===== src/pkg/flash_ctl_pkg.sv =====
// Constants and types for the flash program/erase controller
package flash_ctl_pkg;
    // ------------------------------------------------------------
    // Register offsets (byte addresses)
    // ------------------------------------------------------------
    localparam logic [3:0] OFS_CONTROL = 4'h0;
    localparam logic [3:0] OFS_STATUS  = 4'h4;
    localparam logic [3:0] OFS_ENABLE  = 4'h8;
    localparam logic [3:0] OFS_CLEAR   = 4'hC;
    // ------------------------------------------------------------
    // Control register fields
    // ------------------------------------------------------------
    localparam int BIT_START   = 15;
    localparam int BIT_PROG_EN = 14;
    localparam int BIT_SEQERR  = 13;
    localparam int BIT_ERASE   = 6;
    localparam logic [15:0] CONTROL_RESET   = 16'h0000;
    localparam logic [15:0] CONTROL_RW_MASK = 16'h404F;
    // ------------------------------------------------------------
    // Operation codes
    // ------------------------------------------------------------
    localparam logic [3:0] OP_BULK_ERASE = 4'hF;
    localparam logic [3:0] OP_WORD_PROG  = 4'h3;
    localparam logic [3:0] OP_PAGE_ERASE = 4'h2;
    localparam logic [3:0] OP_ROW_PROG   = 4'h1;
    // ------------------------------------------------------------
    // Event bits: 0 done, 1 sequence error
    // ------------------------------------------------------------
    localparam int NUM_EVENTS = 2;
    localparam int EV_DONE    = 0;
    localparam int EV_ERROR   = 1;
    // ------------------------------------------------------------
    // Types
    // ------------------------------------------------------------
    typedef enum logic [2:0] {
        OPER_NONE       = 3'h0,
        OPER_ROW_PROG   = 3'h1,
        OPER_WORD_PROG  = 3'h3,
        OPER_PAGE_ERASE = 3'h2,
        OPER_BULK_ERASE = 3'h6
    } oper_type;

    typedef enum logic [1:0] {
        ST_IDLE = 2'b00,
        ST_RUN  = 2'b01,
        ST_DONE = 2'b11
    } seq_state_type;

    typedef struct packed {
        logic     req;
        oper_type oper;
    } array_cmd_type;

    typedef struct packed {
        logic        start;
        logic        prog_en;
        logic        seqerr;
        logic        erase;
        logic [3:0]  opsel;
    } control_type;
endpackage


===== src/flash_op_decode.sv =====
// Operation decoder for the flash program/erase controller
`timescale 1ns/100ps
module flash_op_decode (
    input  wire logic                    i_erase,
    input  wire logic [3:0]              i_opsel,
    input  wire logic                    i_serial_prog_mode,
    output flash_ctl_pkg::oper_type      o_oper,
    output logic                         o_legal
);
    always_comb begin
        o_oper  = flash_ctl_pkg::OPER_NONE;
        o_legal = 1'b1;
        case (i_opsel)
            flash_ctl_pkg::OP_BULK_ERASE: begin
                if (i_erase && i_serial_prog_mode) begin
                    o_oper = flash_ctl_pkg::OPER_BULK_ERASE;
                end else if (i_erase) begin
                    o_legal = 1'b0;
                end
            end
            flash_ctl_pkg::OP_PAGE_ERASE: begin
                if (i_erase) begin
                    o_oper = flash_ctl_pkg::OPER_PAGE_ERASE;
                end
            end
            flash_ctl_pkg::OP_WORD_PROG: begin
                if (!i_erase) begin
                    o_oper = flash_ctl_pkg::OPER_WORD_PROG;
                end
            end
            flash_ctl_pkg::OP_ROW_PROG: begin
                if (!i_erase) begin
                    o_oper = flash_ctl_pkg::OPER_ROW_PROG;
                end
            end
            default: begin
                o_legal = 1'b0;
            end
        endcase
    end
endmodule // flash_op_decode


===== src/flash_program_erase_control.sv =====
// AXI4-Lite flash program/erase controller with start, enable and error control
`timescale 1ns/100ps
module flash_program_erase_control (
    input  wire logic                        i_clk,
    input  wire logic                        i_reset_n,
    input  wire logic                        i_por_n,
    input  wire logic                        i_serial_prog_mode,
    input  wire logic                        i_array_done,
    input  wire logic [3:0]                  i_s_axi_awaddr,
    input  wire logic                        i_s_axi_awvalid,
    output logic                             o_s_axi_awready,
    input  wire logic [31:0]                 i_s_axi_wdata,
    input  wire logic [3:0]                  i_s_axi_wstrb,
    input  wire logic                        i_s_axi_wvalid,
    output logic                             o_s_axi_wready,
    output logic [1:0]                       o_s_axi_bresp,
    output logic                             o_s_axi_bvalid,
    input  wire logic                        i_s_axi_bready,
    input  wire logic [3:0]                  i_s_axi_araddr,
    input  wire logic                        i_s_axi_arvalid,
    output logic                             o_s_axi_arready,
    output logic [31:0]                      o_s_axi_rdata,
    output logic [1:0]                       o_s_axi_rresp,
    output logic                             o_s_axi_rvalid,
    input  wire logic                        i_s_axi_rready,
    output flash_ctl_pkg::array_cmd_type     o_array_cmd,
    output logic                             o_irq
);
    localparam int NE = flash_ctl_pkg::NUM_EVENTS;

    // ------------------------------------------------------------
    // State record
    // ------------------------------------------------------------
    typedef struct packed {
        flash_ctl_pkg::control_type    ctl;
        flash_ctl_pkg::seq_state_type  state;
        flash_ctl_pkg::array_cmd_type  cmd;
        logic [NE-1:0]                 status;
        logic [NE-1:0]                 enable;
        logic                          irq;
        logic                          awready;
        logic                          wready;
        logic                          arready;
        logic                          aw_held;
        logic [3:0]                    aw_addr;
        logic                          w_held;
        logic [31:0]                   w_data;
        logic [3:0]                    w_strb;
        logic                          bvalid;
        logic [1:0]                    bresp;
        logic                          rvalid;
        logic [31:0]                   rdata;
        logic [1:0]                    rresp;
    } regs_type;

    regs_type state_ff;
    regs_type nxt_state;

    flash_ctl_pkg::oper_type dec_oper;
    logic                    dec_legal;

    flash_op_decode u_decode (
        .i_erase            (state_ff.ctl.erase),
        .i_opsel            (state_ff.ctl.opsel),
        .i_serial_prog_mode (i_serial_prog_mode),
        .o_oper             (dec_oper),
        .o_legal            (dec_legal)
    );

    function automatic logic [15:0] control_word(input flash_ctl_pkg::control_type c);
        logic [15:0] w;
        w = 16'h0000;
        w[flash_ctl_pkg::BIT_START]  = c.start;
        w[flash_ctl_pkg::BIT_PROG_EN] = c.prog_en;
        w[flash_ctl_pkg::BIT_SEQERR] = c.seqerr;
        w[flash_ctl_pkg::BIT_ERASE]  = c.erase;
        w[3:0]                       = c.opsel;
        return w;
    endfunction

    // ------------------------------------------------------------
    // Next-state logic
    // ------------------------------------------------------------
    logic          wr_go;
    logic          rd_go;
    logic [15:0]   wval;
    logic          start_req;
    logic [NE-1:0] ev;
    logic [NE-1:0] clr;

    always_comb begin
        nxt_state = state_ff;
        wr_go     = 1'b0;
        rd_go     = 1'b0;
        wval      = 16'h0000;
        start_req = 1'b0;
        ev        = '0;
        clr       = '0;

        // Address and data taken independently
        if (i_s_axi_awvalid && state_ff.awready) begin
            nxt_state.aw_held = 1'b1;
            nxt_state.aw_addr = i_s_axi_awaddr;
        end
        if (i_s_axi_wvalid && state_ff.wready) begin
            nxt_state.w_held = 1'b1;
            nxt_state.w_data = i_s_axi_wdata;
            nxt_state.w_strb = i_s_axi_wstrb;
        end
        if (state_ff.bvalid && i_s_axi_bready) begin
            nxt_state.bvalid = 1'b0;
        end
        if (state_ff.aw_held && state_ff.w_held && !state_ff.bvalid) begin
            wr_go            = 1'b1;
            nxt_state.aw_held = 1'b0;
            nxt_state.w_held  = 1'b0;
            nxt_state.bvalid  = 1'b1;
            nxt_state.bresp   = 2'b00;
        end

        // Register writes
        if (wr_go) begin
            wval = control_word(state_ff.ctl);
            if (state_ff.w_strb[0]) begin
                wval[7:0] = state_ff.w_data[7:0];
            end
            if (state_ff.w_strb[1]) begin
                wval[15:8] = state_ff.w_data[15:8];
            end
            if (state_ff.aw_addr == flash_ctl_pkg::OFS_CONTROL) begin
                nxt_state.ctl.prog_en = wval[flash_ctl_pkg::BIT_PROG_EN];
                nxt_state.ctl.erase = wval[flash_ctl_pkg::BIT_ERASE];
                nxt_state.ctl.opsel = wval[3:0];
                if (wval[flash_ctl_pkg::BIT_SEQERR] == 1'b0) begin
                    nxt_state.ctl.seqerr = 1'b0;
                end
                start_req = wval[flash_ctl_pkg::BIT_START] && state_ff.w_strb[1];
            end else if (state_ff.aw_addr == flash_ctl_pkg::OFS_ENABLE) begin
                nxt_state.enable = state_ff.w_data[NE-1:0];
            end else if (state_ff.aw_addr == flash_ctl_pkg::OFS_CLEAR) begin
                clr = state_ff.w_data[NE-1:0];
            end else if (state_ff.aw_addr != flash_ctl_pkg::OFS_STATUS) begin
                nxt_state.bresp = 2'b10;
            end else begin
                nxt_state.bresp = 2'b10;
            end
        end

        // Sequencer
        case (state_ff.state)
            flash_ctl_pkg::ST_IDLE: begin
                if (start_req) begin
                    if (state_ff.ctl.prog_en && dec_legal && (dec_oper != flash_ctl_pkg::OPER_NONE)) begin
                        nxt_state.ctl.start = 1'b1;
                        nxt_state.ctl.seqerr = 1'b0;
                        nxt_state.cmd.req   = 1'b1;
                        nxt_state.cmd.oper  = dec_oper;
                        nxt_state.state     = flash_ctl_pkg::ST_RUN;
                    end else begin
                        nxt_state.ctl.seqerr = 1'b1;
                        ev[flash_ctl_pkg::EV_ERROR] = 1'b1;
                    end
                end
            end
            flash_ctl_pkg::ST_RUN: begin
                if (start_req) begin
                    nxt_state.ctl.seqerr = 1'b1;
                    ev[flash_ctl_pkg::EV_ERROR] = 1'b1;
                end
                if (i_array_done) begin
                    nxt_state.cmd.req = 1'b0;
                    nxt_state.state   = flash_ctl_pkg::ST_DONE;
                end
            end
            flash_ctl_pkg::ST_DONE: begin
                // Start still shows set here, so a new start is improper
                if (start_req) begin
                    nxt_state.ctl.seqerr = 1'b1;
                    ev[flash_ctl_pkg::EV_ERROR] = 1'b1;
                end
                nxt_state.ctl.start = 1'b0;
                nxt_state.cmd.oper  = flash_ctl_pkg::OPER_NONE;
                ev[flash_ctl_pkg::EV_DONE] = 1'b1;
                nxt_state.state     = flash_ctl_pkg::ST_IDLE;
            end
            default: begin
                nxt_state.state = flash_ctl_pkg::ST_IDLE;
            end
        endcase

        // Sticky status, set beats clear
        nxt_state.status = (state_ff.status & ~clr) | ev;
        nxt_state.irq    = |(nxt_state.status & nxt_state.enable);

        // Reads
        if (state_ff.rvalid && i_s_axi_rready) begin
            nxt_state.rvalid = 1'b0;
        end
        if (i_s_axi_arvalid && state_ff.arready) begin
            rd_go            = 1'b1;
            nxt_state.rvalid = 1'b1;
            nxt_state.rresp  = 2'b00;
            nxt_state.rdata  = 32'h0000_0000;
            if (i_s_axi_araddr == flash_ctl_pkg::OFS_CONTROL) begin
                nxt_state.rdata[15:0] = control_word(state_ff.ctl);
            end else if (i_s_axi_araddr == flash_ctl_pkg::OFS_STATUS) begin
                nxt_state.rdata[NE-1:0] = state_ff.status;
            end else if (i_s_axi_araddr == flash_ctl_pkg::OFS_ENABLE) begin
                nxt_state.rdata[NE-1:0] = state_ff.enable;
            end else if (i_s_axi_araddr == flash_ctl_pkg::OFS_CLEAR) begin
                nxt_state.rdata = 32'h0000_0000;
            end else begin
                nxt_state.rresp = 2'b10;
            end
        end

        // Ready flags registered so every bus output leaves a flop
        nxt_state.awready = !nxt_state.aw_held && !nxt_state.bvalid;
        nxt_state.wready  = !nxt_state.w_held && !nxt_state.bvalid;
        nxt_state.arready = !nxt_state.rvalid;
    end

    // ------------------------------------------------------------
    // Registers
    // ------------------------------------------------------------
    always_ff @(posedge i_clk) begin
        if (!i_por_n) begin
            state_ff <= '0;
        end else if (!i_reset_n) begin
            // Control bits survive non-power-on resets
            state_ff        <= '0;
            state_ff.ctl    <= state_ff.ctl;
            state_ff.state  <= state_ff.state;
            state_ff.cmd    <= state_ff.cmd;
        end else begin
            state_ff <= nxt_state;
        end
    end

    assign o_s_axi_awready = state_ff.awready;
    assign o_s_axi_wready  = state_ff.wready;
    assign o_s_axi_bvalid  = state_ff.bvalid;
    assign o_s_axi_bresp   = state_ff.bresp;
    assign o_s_axi_arready = state_ff.arready;
    assign o_s_axi_rvalid  = state_ff.rvalid;
    assign o_s_axi_rdata   = state_ff.rdata;
    assign o_s_axi_rresp   = state_ff.rresp;
    assign o_array_cmd     = state_ff.cmd;
    assign o_irq           = state_ff.irq;
endmodule // flash_program_erase_control


===== config.mk =====
export PLATFORM = sky130hd
export DESIGN_NAME = flash_program_erase_control
export DESIGN_NICKNAME = d
export VERILOG_FILES = /design/src/pkg/flash_ctl_pkg.sv /design/src/flash_op_decode.sv /design/src/flash_program_erase_control.sv
export SDC_FILE = /design/constraint.sdc
export NUM_CORES = 1
export LEC_CHECK = 0
export BUFFER_PORTS_ARGS = -buffer_cell sky130_fd_sc_hd__buf_2
export CAP_MARGIN = 10
export CORE_MARGIN = 4
export CORE_UTILIZATION = 44
export DETAILED_ROUTE_END_ITERATION = 7
export PLACE_DENSITY = 0.78
export SKIP_CTS_REPAIR_TIMING = 1
export SLEW_MARGIN = 15
export SYNTH_ARGS = -nofsm -noshare
export SYNTH_HDL_FRONTEND = slang
export SYNTH_HIERARCHICAL = 1
export SYNTH_SLANG_ARGS = --single-unit
export TNS_END_PERCENT = 1

===== constraint.sdc =====
create_clock -name i_clk -period 2.15 [get_ports i_clk]
set_input_delay 0.215 -clock i_clk [delete_from_list [all_inputs] [get_ports i_clk]]
set_output_delay 0.215 -clock i_clk [all_outputs]
set_load 0.005 [all_outputs]

==> results of run 1 <==
-- critical path, cell delays in order (launching register included) --
cell	delay [ns]
dfxtp_1	0.38
or3_1	0.39
a21boi_1	0.15
o21a_1	0.16
o31ai_1	0.09
buf_4	0.15
a32oi_1	0.30
o32ai_2	0.13
-- report_power, final --
group	leakage (nW)	internal, mW	total, mW	switching [mW]
logic	0.638	0.0360	0.0946	0.0586
registers	0.412	0.952	0.960	0.00833
clock network	0.0515	0.294	0.591	0.297
total	1.10	1.28	1.65	0.364
-- path summary, 6_finish.rpt --
kind,from,endpoint,slack (ns)
max,state_ff[98],o_irq,0.28
min,i_s_axi_wdata[13],state_ff[55],0.14
max reg2reg,state_ff[98],o_irq,0.28
min reg2reg,state_ff[44],state_ff[44],0.47
-- routing by layer --
metal	wire (µm)	up-vias
li1	-	977
met1	2190	861
met2	2160	62
met3	430	4
met4	40	0
met5	0	-
-- synth_stat cells, drive strengths merged (2+ instances only) --
library cell	count
a211oi	2
a21boi	3
a21oi	20
a22o	2
a22oi	8
a31oi	2
and3b	3
buf	45
clkbuf	6
dfxtp	51
mux2i	10
nand2	41
nand2b	5
nand3	12
nand4	5
nor2	20
nor2b	8
nor3	5
nor3b	5
o211a	4
o21ai	5
o2bb2ai	2
-- cell families (layout without fill, tap and decap cells) --
| kind of cell | Yosys count | in the layout |
|---|---|---|
| AOI/OAI and AO/OA | 55 | 55 |
| buffers and inverters | 52 | 60 |
| muxes | 10 | 10 |
| other | 1 | 25 |
| and+or+nand+nor | 113 | 113 |
| DFF | 51 | 51 |
-- stage by stage --
stage | area (µm²) | setup slack [ns] | utilization, % | instances | hold slack, ns
after detailed placement | 2540 | 0.291 | 48.2 | 376 | 0.454
after floorplan | 2550 | 0.451 | - | 306 | 0.351
final | 2640 | 0.278 | 50.1 | 384 | 0.135
after global routing | 2640 | 0.135 | 50.1 | 384 | 0.136
after global placement | 2540 | 0.330 | 48.2 | 376 | 0.444
after CTS | 2640 | 0.263 | 50.1 | 384 | 0.131
-- final cells by class --
cell class	count	area share, %
sequential	51	38.7
multi-input combinational	203	44.1
clock buffer	8	3.79
tap	70	3.32
inverter	1	0.142
timing repair buffer	51	9.95
==> reports/results.txt, run 1 <==
Status - completed
Multi-input combinational cell area - 1160 µm²
Die footprint - 6850 µm²
N_diodes - 0
Htree depth - 2
Startpoint types - flip-flop
Synth area leaders - dfxtp_1, buf_4, nand2_1
Die H - 82.8 µm
Final setup vio count - 0
Commonest non-fill, non-tap cells in the layout - dfxtp_1, buf_2, nand2_1
Clock Latency Late Sink - 0.31 ns
Post-Syn Area per Cell - 8.72 µm²
Worst-path maximum fanout - 7
Cells after Synth - 282
Die Width - 82.8 µm
Clock-pin slew of the registers on the worst-case setup and hold paths - 0.09 ns
Initial antenna violation count - 0
Longest Clk Path Bufs - 2
Via density - 4.96
Final period util - 87.1%
Routed len/inst - 12.5 µm
Critical Path RT - 2.32 ns
Met3 Use GR - 4.99%
Top reg by flops - state_ff
Starting density of the core - 46.7%
Vias - 1904
Initial detailed-routing violation count - 79
Pre-Repair DR Iteration Count - 4
CTS buffer count - 5
Synth top area share - 41.5%
Core region area - 5270 µm²
Total chip power - 1.65 mW
CTS Sinks - 51
Hold Fails Final Rpt - 0
Power density cells - 624 nW/µm²
First-pass GRT wire length - 7550 µm
TritonCTS clock tree - yes
Fin nets - 367
FF/Latch Area - 1020 µm²
Post-synthesis adder-cell area fraction - 0%
Cell Rows - 26
Met1 Usage GRT - 17.9%
Min Clock Period, post-route - 1.87 ns
Largest net degree at the start of global routing - 21
DRC - 0
RSZ-0062 raised after global routing - false
Yosys Warn Count - 6
FILL cells - 538
Post-synthesis cell area - 2460 µm²
Share of layout cells above drive strength 1 - 20.7%
Worst relative slew slack - 61.5%
Antenna viol nets, final - 0
Achievable Freq - 0.534 GHz
Worst Clk Skew - 0.00561 ns
Path depth of the worst reg2reg path - 7
HPWL Detailed - 3680 µm
Netlist cell types - 47
Setup TNS Final - 0 ns
Worst setup path category - flip-flop to flip-flop
Compound-cell area share of the yosys netlist - 15.3%
Post-synth EDFFs - 0
Gr busiest metal - met2
I/O pin count - 100
Simple-gate share of the synthesized area - 24.2%
Number of max-cap violations - 0
Post-synthesis sequential area ratio - 41.5%
Primary FF master, synth - dfxtp_1
XOR/XNOR share of the synthesized area - 0%
Number of flip-flops in the largest register - 30
Leak - 1.10 nW
Gpl congestion - 0.879
Grt met2 use - 23.6%
Slew @ Worst Pin - 0.576 ns
Worst vdd ir - 0.469 mV
GRT Residual Overflow - 0
Async SR Flop Fraction - 0%
# port buffers - 48
Post-synthesis mux area share - 4.07%
Synth area leader - dfxtp_1
Vias in the first global route - 1726
FF+latch count, synth - 51
CP arrival - 2.05 ns
Hold path cells - 3
Area growth from synthesis to layout - 7.38%
Commonest non-fill, non-tap cell in the layout - dfxtp_1
Min-delay worst type - primary input to flip-flop
Largest family of logic cells by synthesized area - simple AND/OR/NAND/NOR gates
CTS root buf - clkbuf_8
Total routed wirelength - 4820 µm
Crit end category - flip-flop
Final Max Tran Viols - 0
GRT Overall Usage - 14.4%
No activity file was read; power rests on OpenSTA's default activity.
==> inputs of run 2 (changes only) <==
Settings changed: ABC_AREA from default to 1.
==> reports/results.txt, run 2 <==
Status - completed
# port buffers - 48 (unchanged)
FILL cells - 552 (+2.6%)
Routed len/inst - 10.7 µm (-15%)
Cells after Synth - 336 (+19%)
Post-Syn Area per Cell - 7.38 µm² (-15%)
Async SR Flop Fraction - 0% (unchanged)
Primary FF master, synth - dfxtp_1
Synth top area share - 41.2% (-0.36 points)
Commonest cells in the netlist - nand2_1, dfxtp_1, nor2_1
Min Clock Period, post-route - 1.64 ns (-0.228 ns)
Die footprint - 6900 µm² (+0.79%)
DRC - 0 (unchanged)
Hold Fails Final Rpt - 0 (unchanged)
Top reg by flops - state_ff
Min-delay worst type - primary input to flip-flop
Reg2reg start - state_ff[94]
Leak - 1.17 nW (+6.7%)
Post-synthesis mux area share - 0% (-4.1 points)
N_diodes - 0 (unchanged)
Htree depth - 2 (unchanged)
Achievable Freq - 0.608 GHz (+14%)
Post-synth EDFFs - 0 (unchanged)
Post-synthesis cell area - 2480 µm² (+0.87%)
CTS Sinks - 51 (unchanged)
Final setup vio count - 0 (unchanged)
TritonCTS clock tree - yes
Die H - 83.1 µm (+0.39%)
Grt met2 use - 23.0% (-0.61 points)
Yosys Warn Count - 6 (unchanged)
Fin nets - 424 (+16%)
Post-synthesis adder-cell area fraction - 0% (unchanged)
Clock-pin slew of the registers on the worst-case setup and hold paths - 0.09 ns (about the same)
Starting density of the core - 45.3% (-1.3 points)
Startpoint types - flip-flop
Netlist cell types - 27 (-43%)
CP Cell Sequence - nand2_1, nor2_2, nand2_1, nand2_1, nor2_1, nand2_1, nand2_1, nor2_1, nand4_1, a21oi_1
Largest net degree at the start of global routing - 29 (+38%)
XOR/XNOR share of the synthesized area - 0% (unchanged)
Met3 Use GR - 4.76% (-0.23 points)
Commonest non-fill, non-tap cells in the layout - nand2_1, dfxtp_1, nor2_1
Largest family of logic cells by synthesized area - simple AND/OR/NAND/NOR gates
Fin Hold WS - 0.155 ns (+0.0196 ns)
Post-synthesis sequential area ratio - 41.2% (-0.36 points)
Number of max-cap violations - 0 (unchanged)
Area growth from synthesis to layout - 7.11%
Critical Path RT - 2.38 ns (+0.06 ns)
Synth area leader - dfxtp_1
Simple-gate share of the synthesized area - 26.7% (+2.6 points)
Setup TNS Final - 0 ns (unchanged)
Worst setup path category - flip-flop to flip-flop
Worst Clk Skew - 0.00857 ns (+0.00296 ns)
Clock Latency Late Sink - 0.30 ns (about the same)
Total routed wirelength - 4750 µm (-1.5%)
Initial detailed-routing violation count - 124 (+57%)
RSZ-0062 raised after global routing - false
CP max stage cell - dfxtp_1
Die Width - 83.1 µm (+0.39%)
Power density cells - 605 nW/µm² (-3.0%)
Compound-cell area share of the yosys netlist - 13.6% (-1.7 points)
Met1 Usage GRT - 16.9% (-1.0 points)
FF+latch count, synth - 51 (unchanged)
Hold path cells - 3 (unchanged)
Vias - 2033 (+6.8%)
I/O pin count - 100 (unchanged)
First-pass GRT wire length - 8020 µm (+6.3%)
HPWL Detailed - 3700 µm (+0.53%)
Share of layout cells above drive strength 1 - 20.2% (-0.49 points)
Top-count cell post-synth - nand2_1
CTS root buf - clkbuf_8
GRT Residual Overflow - 0 (unchanged)
CP arrival - 1.88 ns (-0.17 ns)
Initial antenna violation count - 0 (unchanged)
Commonest non-fill, non-tap cell in the layout - nand2_1
Pre-Repair DR Iteration Count - 5 (+1)
GRT Overall Usage - 14.1% (-0.29 points)
Gr busiest metal - met2
CP Depth - 10 (+3)
Core region area - 5470 µm² (+3.8%)
Via density - 4.59 (-7.4%)
Cell family with most CP delay - simple AND/OR/NAND/NOR gates
CP bufs+invs - 0 (-1)
Worst vdd ir - 0.345 mV (-27%)
Cell Rows - 27 (+3.8%)
Path depth of the worst reg2reg path - 10 (+3)
Min-delay src - i_s_axi_awaddr[0]
CTS buffer count - 5 (unchanged)
Longest Clk Path Bufs - 2 (unchanged)
Gpl congestion - 0.778 (-12%)
Final Max Tran Viols - 0 (unchanged)
Antenna viol nets, final - 0 (unchanged)
Most used cell, CP - nand2_1
Final period util - 76.5% (-11 points)
CP peak stage delay - 0.44 ns (+0.05 ns)
Synth area leaders - dfxtp_1, buf_4, nand2_1
Worst setup path start - state_ff[94]
Number of flip-flops in the largest register - 30 (unchanged)
Crit end category - flip-flop
Worst-path maximum fanout - 6 (-1)
Vias in the first global route - 1822 (+5.6%)
-- run 2: cell count changes after synthesis, moves of 8 or more --
| cell | before | now |
|---|---|---|
| a22oi_1 | 8 | 0 |
| inv_1 | 1 | 29 |
| mux2i_1 | 10 | 0 |
| nand2_1 | 41 | 52 |
| nor2_1 | 20 | 49 |
| nor2b_1 | 8 | 0 |
| o21ai_0 | 4 | 31 |
-- run 2: per-stage QoR --
step                std cells  area (µm²)  power (mW)  utilization (%)  setup slack [ns]
global placement          435        2570        1.10             47.1             0.609
detailed placement        435        2570        1.10             47.1             0.576
CTS                       443        2660        1.63             48.5             0.529
global route              443        2660        1.68             48.5             0.307
floorplan                 360        2570        1.10                -             0.774
finish                    443        2660        1.61             48.5             0.505
-- run 2: logic make-up after synthesis --
family	after synthesis
flops	51
other cells	1
buf+inv	79
simple gates	141
compound gates	64
-- run 2: power by group --
group / internal [mW] / total [mW] / leakage [nW] / switching (mW)
logic: 0.0402 / 0.113 / 0.720 / 0.0733
registers: 0.959 / 0.968 / 0.413 / 0.00967
clock network: 0.229 / 0.525 / 0.0422 / 0.296
-- run 2: layout make-up --
class	instances	area, µm²	share of cell area, %
multi-input cells	230	1090	41.2
well taps	72	90.1	3.39
clock inverters	1	5.00	0.188
flip-flops and latches	51	1020	38.4
clock buffers	7	76.3	2.87
repair buffers	48	240	9.04
inverters	34	129	4.85
-- run 2: final timing paths --
path	endpoint	slack (ns)
max	o_array_cmd[2]	0.51
min	state_ff[75]	0.15
max reg2reg	o_array_cmd[2]	0.51
min reg2reg	o_s_axi_bresp[0]	0.44
-- run 2: tightest hold or removal path, delay by kind of cell --
family,cells,cell delay (ns)
AO/OA/AOI/OAI,1,0.07
buffers and inverters,1,0.07
AND/OR/NAND/NOR,1,0.07
-- run 2: per-layer routing --
layer	up-vias	share of wire, %
met5	-	0
met4	0	1.8
met3	6	6.9
met2	70	45
met1	876	46
li1	1081	-
==> inputs of run 3 (changes only) <==
Clock period 2.15 ns to 1.7 ns, I/O delays scaled along.
==> reports/results.txt, run 3 (synthesis gave the netlist of run 2 again) <==
Min-delay worst type - primary input to flip-flop
I/O pin count - 100 (unchanged)
Flop-to-flop setup slack - 0.19 ns (-0.32 ns)
Core region area - 5470 µm² (unchanged)
Clock-pin slew of the registers on the worst-case setup and hold paths - 0.10 ns (about the same)
Path depth of the worst reg2reg path - 10 (unchanged)
Vias in the first global route - 1946 (+6.8%)
Gpl congestion - 0.777 (-0.13%)
Leak - 1.19 nW (+1.1%)
Clock Latency Late Sink - 0.31 ns (about the same)
RSZ-0062 raised after global routing - false
Largest net degree at the start of global routing - 29 (unchanged)
Die Width - 83.1 µm (unchanged)
GRT Residual Overflow - 0 (unchanged)
Htree depth - 2 (unchanged)
Setup TNS Final - 0 ns (unchanged)
N_diodes - 0 (unchanged)
Die footprint - 6900 µm² (unchanged)
Cells after DPL - 436 (+0.23%)
GRT Overall Usage - 14.5% (+0.35 points)
Commonest non-fill, non-tap cells in the layout - nand2_1, nor2_1, buf_2
FILL cells - 563 (+2.0%)
Achievable Freq - 0.660 GHz (+8.6%)
Longest Clk Path Bufs - 2 (unchanged)
Worst setup path category - flip-flop to flip-flop
Number of flip-flops in the largest register - 30 (unchanged)
Share of layout cells above drive strength 1 - 22.8% (+2.6 points)
Top reg by flops - state_ff
Power density cells - 774 nW/µm² (+28%)
CP arrival - 1.76 ns (-0.12 ns)
Final Max Tran Viols - 0 (unchanged)
First-pass GRT wire length - 8330 µm (+3.8%)
Total routed wirelength - 4740 µm (-0.21%)
HPWL Detailed - 3750 µm (+1.5%)
Fin Hold WS - 0.105 ns (-0.0492 ns)
Initial antenna violation count - 0 (unchanged)
Hold EP - state_ff[76]
Vias - 2050 (+0.84%)
Worst vdd ir - 0.290 mV (-16%)
Startpoint types - flip-flop
Cell family with most CP delay - simple AND/OR/NAND/NOR gates
CP max stage cell - dfxtp_4
Pre-Repair DR Iteration Count - 4 (-1)
Critical Path RT - 1.94 ns (-0.44 ns)
Final setup vio count - 0 (unchanged)
Min Clock Period, post-route - 1.51 ns (-0.131 ns)
Reg2reg start - state_ff[94]
Finished Layout Cells - 444 (+0.23%)
Final period util - 89.1% (+13 points)
TritonCTS clock tree - yes
Commonest non-fill, non-tap cell in the layout - nand2_1
Hold Fails Final Rpt - 0 (unchanged)
Util after Layout - 49.2% (+0.64 points)
Starting density of the core - 45.3% (unchanged)
Number of max-cap violations - 0 (unchanged)
Min-delay src - i_s_axi_awaddr[1]
Crit end category - flip-flop
CTS Sinks - 51 (unchanged)
# port buffers - 48 (unchanged)
Initial detailed-routing violation count - 97 (-22%)
DRC - 0 (unchanged)
CTS buffer count - 5 (unchanged)
Hold path cells - 3 (unchanged)
CP peak stage delay - 0.38 ns (-0.06 ns)
Via density - 4.62 (+0.61%)
Antenna viol nets, final - 0 (unchanged)
CP Cell Sequence - nand2_1, nor2_2, nand2_1, nand2_1, nor2_1, nand2_1, nand2_1, a21oi_2, nand3_1, a21oi_1
CP bufs+invs - 0 (unchanged)
Most used cell, CP - nand2_1
Worst Clk Skew - 0.00729 ns (-0.00128 ns)
Die H - 83.1 µm (unchanged)
Status - completed
Area growth from synthesis to layout - 8.53%
Fin nets - 425 (+0.24%)
Routed len/inst - 10.7 µm (-0.44%)
Worst reg2reg path endpoint - state_ff[92]
Cell Rows - 27 (unchanged)
Design Area, Final - 2690 µm² (+1.3%)
CTS root buf - clkbuf_8
Worst-path maximum fanout - 6 (unchanged)
Post-DP Area - 2580 µm² (+0.29%)
==> run 3: cell types whose count changed in the layout (fill, tap and decap cells not counted) <==
cell	previous run	this run
dfxtp_1	51	47
dfxtp_2	0	3
a21oi_1	27	25
a21oi_2	0	2
clkbuf_1	2	0
inv_6	0	2
buf_4	0	1
dfxtp_4	0	1
nor2_1	49	48
nor2_2	4	5
==> run 3: worst min-delay path, cell delays in order <==
cell	delay (ns)
buf_2	0.07
o21ai_0	0.07
nor2_1	0.08
==> run 3: area by class of cell <==
type	count	area (µm²)	share of cell area (%)
well taps	72	90.1	3.35
multi-input cells	230	1100	41.1
flip-flops and latches	51	1030	38.2
inverters	34	129	4.79
clock inverters	3	22.5	0.837
clock buffers	5	68.8	2.56
repair buffers	49	248	9.21
==> run 3: where the power goes <==
group | internal (mW) | leakage [nW] | switching [mW]
registers | 1.21 | 0.415 | 0.0122
clock network | 0.298 | 0.0489 | 0.417
logic | 0.0520 | 0.724 | 0.0926
total | 1.56 | 1.19 | 0.521
==> run 3: routing by layer <==
metal	GRT usage [%]	share of wire [%]	up-vias
met5	0	0	-
met4	6.54	2.5	0
met3	4.27	6.1	11
met2	23.8	45	65
met1	17.5	46	879
li1	-	-	1095
==> run 3: through the flow <==
stage | power (mW) | setup WS, ns
5_1_grt | 2.19 | 0.00982
6_report | 2.08 | 0.186
4_1_cts | 2.11 | 0.0953
3_5_place_dp | 1.40 | 0.125
3_3_place_gp | 1.39 | 0.162
2_1_floorplan | 1.39 | 0.324
==> run 3: how the worst max path moves through the flow <==
stage | endpoint | slack [ns] | cells past startpoint | from
finish | state_ff[92] | 0.19 | 10 | state_ff[94]
global route | state_ff[92] | 0.01 | 10 | state_ff[95]
CTS | state_ff[93] | 0.1 | 10 | state_ff[94]
detailed placement | state_ff[93] | 0.12 | 10 | state_ff[94]
global placement | o_array_cmd[3] | 0.16 | 11 | state_ff[94]
floorplan | o_array_cmd[3] | 0.32 | 11 | state_ff[94]
